### config.mk
export PLATFORM = sky130hd
export DESIGN_NAME = hsceg_edge_gen
export DESIGN_NICKNAME = d
export VERILOG_FILES = /design/src/rtl/hsceg_edge_gen.v
export VERILOG_INCLUDE_DIRS = /design/src /design/src/rtl
export SDC_FILE = /design/constraint.sdc
export NUM_CORES = 1
export LEC_CHECK = 0
export ABC_AREA = 0
export BUFFER_PORTS_ARGS = -buffer_cell sky130_fd_sc_hd__buf_2
export CAP_MARGIN = 15
export CORE_AREA = 5 5 122 124
export CTS_CLUSTER_SIZE = 20
export DETAILED_ROUTE_END_ITERATION = 7
export DIE_AREA = 0 0 127 129
export HOLD_SLACK_MARGIN = 0.1
export PLACE_DENSITY = 0.55
export SYNTH_ARGS = -nofsm -noshare
export SYNTH_HDL_FRONTEND = slang
export SYNTH_SLANG_ARGS = --single-unit
export TNS_END_PERCENT = 10
### constraint.sdc
create_clock -name CLK -period 3.05 [get_ports CLK]
set_clock_uncertainty 0.1 [all_clocks]
set_input_delay 0.1525 -clock CLK [delete_from_list [all_inputs] [get_ports CLK]]
set_output_delay 0.1525 -clock CLK [all_outputs]
set_load 0.01 [all_outputs]
### src/rtl/hsceg_regs.vh
// Constants for the high speed clock edge generator
`ifndef HSCEG_REGS_VH
`define HSCEG_REGS_VH

// ****************************************
// Edge grid
// ****************************************
`define HSCEG_STEPS 6'h30
`define HSCEG_LAST_STEP 6'h2f
`define HSCEG_QUAD_SIZE 7'h0c
`define HSCEG_QUAD_MAX 4'hb
`define HSCEG_NO_EDGE 7'h7f

// ****************************************
// Control-mode register
// ****************************************
`define HSCEG_CTL_ADDR 8'h06
`define HSCEG_CTL_RST 6'h00
`define HSCEG_STEER_MSB 2
`define HSCEG_STEER_LSB 0
`define HSCEG_GAIN_EN_BIT 3
`define HSCEG_LATCH_BIT 4
`define HSCEG_TRI_BIT 5
`define HSCEG_DRV_OFF 3'h0

`endif

### src/rtl/hsceg_edge_gen.v
// High speed clock edge generator: reset gate, horizontal clocks, strobes, data out
`timescale 1ns/1ps
`default_nettype none
`include "hsceg_regs.vh"

module hsceg_edge_gen #(
  parameter DW = 10
) (
  input wire CLK,
  input wire RST_B,
  input wire REG_WE,
  input wire [7:0] REG_ADDR,
  input wire [5:0] REG_WDATA,
  output reg [5:0] REG_RDATA,
  input wire RG_POL,
  input wire [5:0] RG_POSLOC,
  input wire [5:0] RG_NEGLOC,
  input wire [2:0] RG_DRV,
  input wire HA_POL,
  input wire [5:0] HA_POSLOC,
  input wire [5:0] HA_NEGLOC,
  input wire [2:0] HA_DRV,
  input wire [2:0] HA_INV_DRV,
  input wire HB_POL,
  input wire [5:0] HB_POSLOC,
  input wire [5:0] HB_NEGLOC,
  input wire [2:0] HB_DRV,
  input wire [2:0] HB_INV_DRV,
  input wire [5:0] REF_SAMPLE_POSLOC,
  input wire [5:0] VIDEO_SAMPLE_POSLOC,
  input wire [5:0] DOUT_PHASE,
  input wire [DW-1:0] ADC_DATA,
  output reg RESET_GATE_CLOCK,
  output reg RESET_GATE_CLOCK_OE,
  output reg HORIZ_CLOCK_A,
  output reg HORIZ_CLOCK_A_OE,
  output reg HORIZ_CLOCK_A_INV,
  output reg HORIZ_CLOCK_A_INV_OE,
  output reg HORIZ_CLOCK_B,
  output reg HORIZ_CLOCK_B_OE,
  output reg HORIZ_CLOCK_B_INV,
  output reg HORIZ_CLOCK_B_INV_OE,
  output reg [2:0] RG_DRIVE,
  output reg [2:0] HA_DRIVE,
  output reg [2:0] HA_INV_DRIVE,
  output reg [2:0] HB_DRIVE,
  output reg [2:0] HB_INV_DRIVE,
  output reg REFERENCE_SAMPLE_STROBE,
  output reg VIDEO_SAMPLE_STROBE,
  output reg [DW-1:0] DOUT,
  output reg DOUT_OE,
  output reg [2:0] STEER_MODE,
  output reg PIXEL_GAIN_EN,
  output reg [5:0] PIXEL_PHASE
);

  // ****************************************
  // Edge code to location
  // ****************************************
  // Invalid low nibble yields a location never reached
  function [6:0] edge_loc;
    input [5:0] code;
    begin
      if (code[3:0] > `HSCEG_QUAD_MAX) begin
        edge_loc = `HSCEG_NO_EDGE;
      end else begin
        edge_loc = ({5'h00, code[5:4]} * `HSCEG_QUAD_SIZE)
          + {3'h0, code[3:0]};
      end
    end
  endfunction

  // ****************************************
  // Control-mode register
  // ****************************************
  reg [5:0] ctl;

  always @(posedge CLK) begin
    if (!RST_B) begin
      ctl <= `HSCEG_CTL_RST;
    end else if (REG_WE && REG_ADDR == `HSCEG_CTL_ADDR) begin
      ctl <= REG_WDATA;
    end
  end

  always @(posedge CLK) begin
    if (!RST_B) begin
      REG_RDATA <= 6'h00;
    end else if (REG_ADDR == `HSCEG_CTL_ADDR) begin
      REG_RDATA <= ctl;
    end else begin
      REG_RDATA <= 6'h00;
    end
  end

  // ****************************************
  // Edge position counter
  // ****************************************
  // One clock cycle stands for one edge step
  reg [5:0] phase;
  wire [6:0] phase_x = {1'b0, phase};

  always @(posedge CLK) begin
    if (!RST_B) begin
      phase <= 6'h00;
    end else if (phase == `HSCEG_LAST_STEP) begin
      phase <= 6'h00;
    end else begin
      phase <= phase + 6'h01;
    end
  end

  // ****************************************
  // Programmable edge channels
  // ****************************************
  // Channel 0 reset gate, 1 horizontal A, 2 horizontal B
  wire [17:0] pos_v = {HB_POSLOC, HA_POSLOC, RG_POSLOC};
  wire [17:0] neg_v = {HB_NEGLOC, HA_NEGLOC, RG_NEGLOC};
  wire [2:0] pol_v = {HB_POL, HA_POL, RG_POL};
  reg [2:0] lvl;
  wire [2:0] shaped;

  genvar i;
  generate
    for (i = 0; i < 3; i = i + 1) begin : g_chan
      wire [6:0] rise_loc = edge_loc(pos_v[6*i+5:6*i]);
      wire [6:0] fall_loc = edge_loc(neg_v[6*i+5:6*i]);
      // Rise wins when both codes name the same step
      always @(posedge CLK) begin
        if (!RST_B) begin
          lvl[i] <= 1'b0;
        end else if (phase_x == rise_loc) begin
          lvl[i] <= 1'b1;
        end else if (phase_x == fall_loc) begin
          lvl[i] <= 1'b0;
        end
      end
      assign shaped[i] = lvl[i] ^ pol_v[i];
    end
  endgenerate

  // ****************************************
  // Reset gate output
  // ****************************************
  // Drive code and enable move with the level, one edge behind
  always @(posedge CLK) begin
    if (!RST_B) begin
      RESET_GATE_CLOCK <= 1'b0;
      RESET_GATE_CLOCK_OE <= 1'b0;
      RG_DRIVE <= `HSCEG_DRV_OFF;
    end else begin
      RESET_GATE_CLOCK <= shaped[0];
      RESET_GATE_CLOCK_OE <= (RG_DRV != `HSCEG_DRV_OFF);
      RG_DRIVE <= RG_DRV;
    end
  end

  // ****************************************
  // Horizontal clock A output
  // ****************************************
  // Pin floats while its drive code is zero
  always @(posedge CLK) begin
    if (!RST_B) begin
      HORIZ_CLOCK_A <= 1'b0;
      HORIZ_CLOCK_A_OE <= 1'b0;
      HA_DRIVE <= `HSCEG_DRV_OFF;
    end else begin
      HORIZ_CLOCK_A <= shaped[1];
      HORIZ_CLOCK_A_OE <= (HA_DRV != `HSCEG_DRV_OFF);
      HA_DRIVE <= HA_DRV;
    end
  end

  // ****************************************
  // Horizontal clock A inverse output
  // ****************************************
  // Same shaped level as A, so the pair cross together
  always @(posedge CLK) begin
    if (!RST_B) begin
      HORIZ_CLOCK_A_INV <= 1'b1;
      HORIZ_CLOCK_A_INV_OE <= 1'b0;
      HA_INV_DRIVE <= `HSCEG_DRV_OFF;
    end else begin
      HORIZ_CLOCK_A_INV <= ~shaped[1];
      HORIZ_CLOCK_A_INV_OE <= (HA_INV_DRV != `HSCEG_DRV_OFF);
      HA_INV_DRIVE <= HA_INV_DRV;
    end
  end

  // ****************************************
  // Horizontal clock B output
  // ****************************************
  // Second horizontal pair, same scheme as A
  always @(posedge CLK) begin
    if (!RST_B) begin
      HORIZ_CLOCK_B <= 1'b0;
      HORIZ_CLOCK_B_OE <= 1'b0;
      HB_DRIVE <= `HSCEG_DRV_OFF;
    end else begin
      HORIZ_CLOCK_B <= shaped[2];
      HORIZ_CLOCK_B_OE <= (HB_DRV != `HSCEG_DRV_OFF);
      HB_DRIVE <= HB_DRV;
    end
  end

  // ****************************************
  // Horizontal clock B inverse output
  // ****************************************
  // Complement of B taken from the same level
  always @(posedge CLK) begin
    if (!RST_B) begin
      HORIZ_CLOCK_B_INV <= 1'b1;
      HORIZ_CLOCK_B_INV_OE <= 1'b0;
      HB_INV_DRIVE <= `HSCEG_DRV_OFF;
    end else begin
      HORIZ_CLOCK_B_INV <= ~shaped[2];
      HORIZ_CLOCK_B_INV_OE <= (HB_INV_DRV != `HSCEG_DRV_OFF);
      HB_INV_DRIVE <= HB_INV_DRV;
    end
  end

  // ****************************************
  // Reference sample strobe
  // ****************************************
  // One pulse per pixel period; an invalid code gives none
  wire [6:0] ref_loc = edge_loc(REF_SAMPLE_POSLOC);

  always @(posedge CLK) begin
    if (!RST_B) begin
      REFERENCE_SAMPLE_STROBE <= 1'b0;
    end else begin
      REFERENCE_SAMPLE_STROBE <= (phase_x == ref_loc);
    end
  end

  // ****************************************
  // Video sample strobe
  // ****************************************
  // One pulse per pixel period; an invalid code gives none
  wire [6:0] vid_loc = edge_loc(VIDEO_SAMPLE_POSLOC);

  always @(posedge CLK) begin
    if (!RST_B) begin
      VIDEO_SAMPLE_STROBE <= 1'b0;
    end else begin
      VIDEO_SAMPLE_STROBE <= (phase_x == vid_loc);
    end
  end

  // ****************************************
  // Converter data outputs
  // ****************************************
  wire [6:0] dout_loc = edge_loc(DOUT_PHASE);
  wire dout_edge = (phase_x == dout_loc);

  // Transparent mode copies the converter on every edge
  always @(posedge CLK) begin
    if (!RST_B) begin
      DOUT <= {DW{1'b0}};
    end else if (ctl[`HSCEG_LATCH_BIT] || dout_edge) begin
      DOUT <= ADC_DATA;
    end
  end

  // ****************************************
  // Data output enable
  // ****************************************
  always @(posedge CLK) begin
    if (!RST_B) begin
      DOUT_OE <= 1'b0;
    end else begin
      DOUT_OE <= ~ctl[`HSCEG_TRI_BIT];
    end
  end

  // ****************************************
  // Steering and status
  // ****************************************
  always @(posedge CLK) begin
    if (!RST_B) begin
      STEER_MODE <= 3'h0;
    end else begin
      STEER_MODE <= ctl[`HSCEG_STEER_MSB:`HSCEG_STEER_LSB];
    end
  end

  always @(posedge CLK) begin
    if (!RST_B) begin
      PIXEL_GAIN_EN <= 1'b0;
    end else begin
      PIXEL_GAIN_EN <= ctl[`HSCEG_GAIN_EN_BIT];
    end
  end

  // Counter position as it stood one edge earlier
  always @(posedge CLK) begin
    if (!RST_B) begin
      PIXEL_PHASE <= 6'h00;
    end else begin
      PIXEL_PHASE <= phase;
    end
  end

endmodule // hsceg_edge_gen

`default_nettype wire

==> flow_metrics.tcl <==
set metrics [dict create \
    place_congestion 0.8060 \
    regToRegSetupSlack_ps 230 \
    grt_pass1_wl_um 17300 \
    grt-ovfl-total 0 \
    synth_area_um2 3999 \
    yosysUniqueCellTypes 40 \
    die_h_um 129 \
    cts_buffer_depth 2 \
    root_buffer "clkbuf_16" \
    numPortBuffers 152 \
    cts_tree "yes" \
    clk_pin_slew_ps 60 \
    regArea_um2 1383 \
    drt-initial-drc-count 105 \
    drc 0 \
    row_count 43 \
    die_w_um 127 \
    period_minus_slack_ps 2825 \
    drive_gt1_share_pct 28.83 \
    peakVddDrop_v 0.0002122 \
    fp.dieArea_um2 16380 \
    area_delta_synth_final_pct 41.74 \
    fmax_ghz 0.3540 \
    hpwl_um 7941 \
    final_nets 754 \
    synth_nets 557 \
    synth_edf_count 0 \
    fin_ws_ps 225.4 \
    cp.required_ps 3230 \
    min_to "lvl[2]$_SDFFE_PN0P_" \
    wl_per_cell_um 13.41 \
    syn_area_per_cell_um2 9.706 \
    r2r_end "lvl[1]$_SDFFE_PN0P_" \
    hold_path_depth 5 \
    finalMaxSlewViolations 0 \
    dpl-instance-area_um2 4875 \
    place_ws_ps 786.4 \
    clk_latency_ps 330 \
    routed_wl_um 10650 \
    antennaDiodeCount 0 \
    hold_start "HB_POSLOC[0]" \
    ioPinCount 153 \
    finalSetupViolCount 0 \
    arrival_ps 3010 \
    fin_area_um2 5668 \
    critPathLaunchType "register" \
    whs_ps 196.0 \
    routed-via-count 3397 \
    leakagePower_nw 2.855 \
    seq_area_frac_synth_pct 34.54 \
    synth-async-reset-ratio_pct 0 \
    post_cts_buffers 0 \
    rsz0062_at_grt "false" \
    grt_pass1_vias 3609 \
    fill_cells 1340 \
    layout_commonest_cell "buf_2" \
    min_period_over_period_pct 92.61 \
    final_cell_mix "152 x buf_2, 68 x dfxtp_1, 46 x dlygate4sd3_1" \
    htreeDepth 3 \
    hold_violations 0 \
    start_util_pct 29.26 \
    status "complete, no violations" \
    multi_input_area_um2 2335 \
    antenna_found_initial 1 \
    firstDrtPassIters 4 \
    crit_path_end_kind "register" \
    r2r-start "phase[2]$_SDFF_PP0_" \
    crit_type "register to register" \
    gr-usage-all-layers_pct 13.37 \
    core_um2 13670 \
    cts.sinks 69 \
    cp_max_fo 10 \
    slew-limit-headroom_pct 27.46 \
    tightest_slew_ps 1088 \
    yosys_register_bits 69 \
    holdCritPathClass "input port to register" \
    antenna_left 0 \
    numCtsBuffers 9 \
    syn_inst 412 \
    viasPerCell 4.278 \
    synth_warnings 0 \
    r2r_cells 6 \
    synthFlopType "dfxtp_1" \
    powerDensity_nw_per_um2 458.6 \
    cap_violations 0 \
    tns_ps 0 \
    grt_max_degree 67 \
]
registers in the layout (all words and copies together) (netlist names), 3 cells and up:
register,count
HA_INV_DRIVE,3
PIXEL_PHASE,6
HB_INV_DRIVE,3
HB_DRIVE,3
ctl,6
DOUT,10
lvl,3
HA_DRIVE,3
REG_RDATA,6
STEER_MODE,3
phase,6
RG_DRIVE,3
how the worst max path moves through the flow:
stage                                   start                   end  slack, ps
after detailed placement        DOUT_PHASE[4]  DOUT[7]$_SDFFE_PN0P_        790
after global routing      phase[2]$_SDFF_PP0_   lvl[1]$_SDFFE_PN0P_         30
after global placement          DOUT_PHASE[4]  DOUT[4]$_SDFFE_PN0P_        850
final                     phase[2]$_SDFF_PP0_   lvl[1]$_SDFFE_PN0P_        230
after CTS                 phase[3]$_SDFF_PP0_   lvl[0]$_SDFFE_PN0P_        150
after floorplan                 DOUT_PHASE[4]  DOUT[0]$_SDFFE_PN0P_       1090
metal layers:
| layer | GRT usage (%) | vias to the layer above | share of wire [%] |
|---|---|---|---|
| met3 | 3.487 | 19 | 8.3 |
| met1 | 15.54 | 1516 | 43 |
| li1 | - | 1730 | - |
| met4 | 5.489 | 2 | 2.1 |
| met2 | 23.41 | 130 | 47 |
| met5 | 0 | - | 0.066 |
critical path, stage by stage (launching register included):
cell and delay [ps]:
dfxtp_1 770, buf_4 270, xnor2_1 120, o2111ai_1 120
dlygate4sd3_1 590, o41ai_1 220, dlygate4sd3_1 580
cell type report:
| type | instances | share of cell area [%] |
|---|---|---|
| Multi-Input combinational cell | 289 | 41.19 |
| Sequential cell | 69 | 24.39 |
| Timing Repair Buffer | 202 | 22.08 |
| Clock buffer | 9 | 3.974 |
| Tap cell | 180 | 3.974 |
| Inverter | 38 | 2.517 |
| Clock inverter | 7 | 1.876 |
power by group:
group / leakage [nW] / total, W / internal [W] / switching, W
sequential: 0.565 / 0.000962 / 0.000933 / 0.0000290
clock: 0.163 / 0.00116 / 0.000730 / 0.000428
combinational: 2.13 / 0.000480 / 0.000262 / 0.000218
stage by stage:
step	util [%]	power, W	cells
final	41.48	0.002599	794
after floorplan	-	0.001262	412
after detailed placement	35.67	0.001416	732
after CTS	41.47	0.002646	794
after global routing	41.48	0.002747	794
after global placement	35.67	0.001405	732
cell usage after synthesis, types with 2 or more instances:
master | n | share of area (%)
dfxtp_1 | 69 | 35
xnor2_1 | 40 | 8.8
inv_1 | 38 | 3.6
ha_1 | 37 | 12
and2_1 | 33 | 5.2
nand2_1 | 33 | 3.1
xor2_1 | 33 | 7.2
a21oi_1 | 17 | 2.1
mux2i_1 | 17 | 4.3
nor2b_1 | 14 | 2.2
nor2_1 | 11 | 1.0
fa_1 | 9 | 4.5
buf_6 | 7 | 2.0
nand3_1 | 7 | 0.88
o2111ai_1 | 5 | 1.1
or3_1 | 5 | 0.78
clkbuf_1 | 3 | 0.28
nand4_1 | 3 | 0.47
nor3_1 | 3 | 0.38
xnor2_2 | 3 | 1.2
a21o_1 | 2 | 0.38
buf_4 | 2 | 0.38
o21ai_1 | 2 | 0.25
o311ai_1 | 2 | 0.44
o41ai_1 | 2 | 0.44
cell families after synthesis:
logic type | after synthesis | synth area share (%)
multiplexers | 17 | 4.255
flip-flops | 69 | 34.54
buffers and inverters | 54 | 7.071
adder cells (fa/ha/maj) | 46 | 16.08
AO/OA/AOI/OAI | 36 | 5.945
XOR/XNOR | 76 | 17.21
AND/OR/NAND/NOR | 114 | 14.89
repair_timing:
item,4_1_cts,5_1_grt
resized for setup,0,1
endpoints found under the setup margin,0,1
hold endpoints to repair,46,0
hold buffers,46,0
No activity file was read; power rests on OpenSTA's default activity.
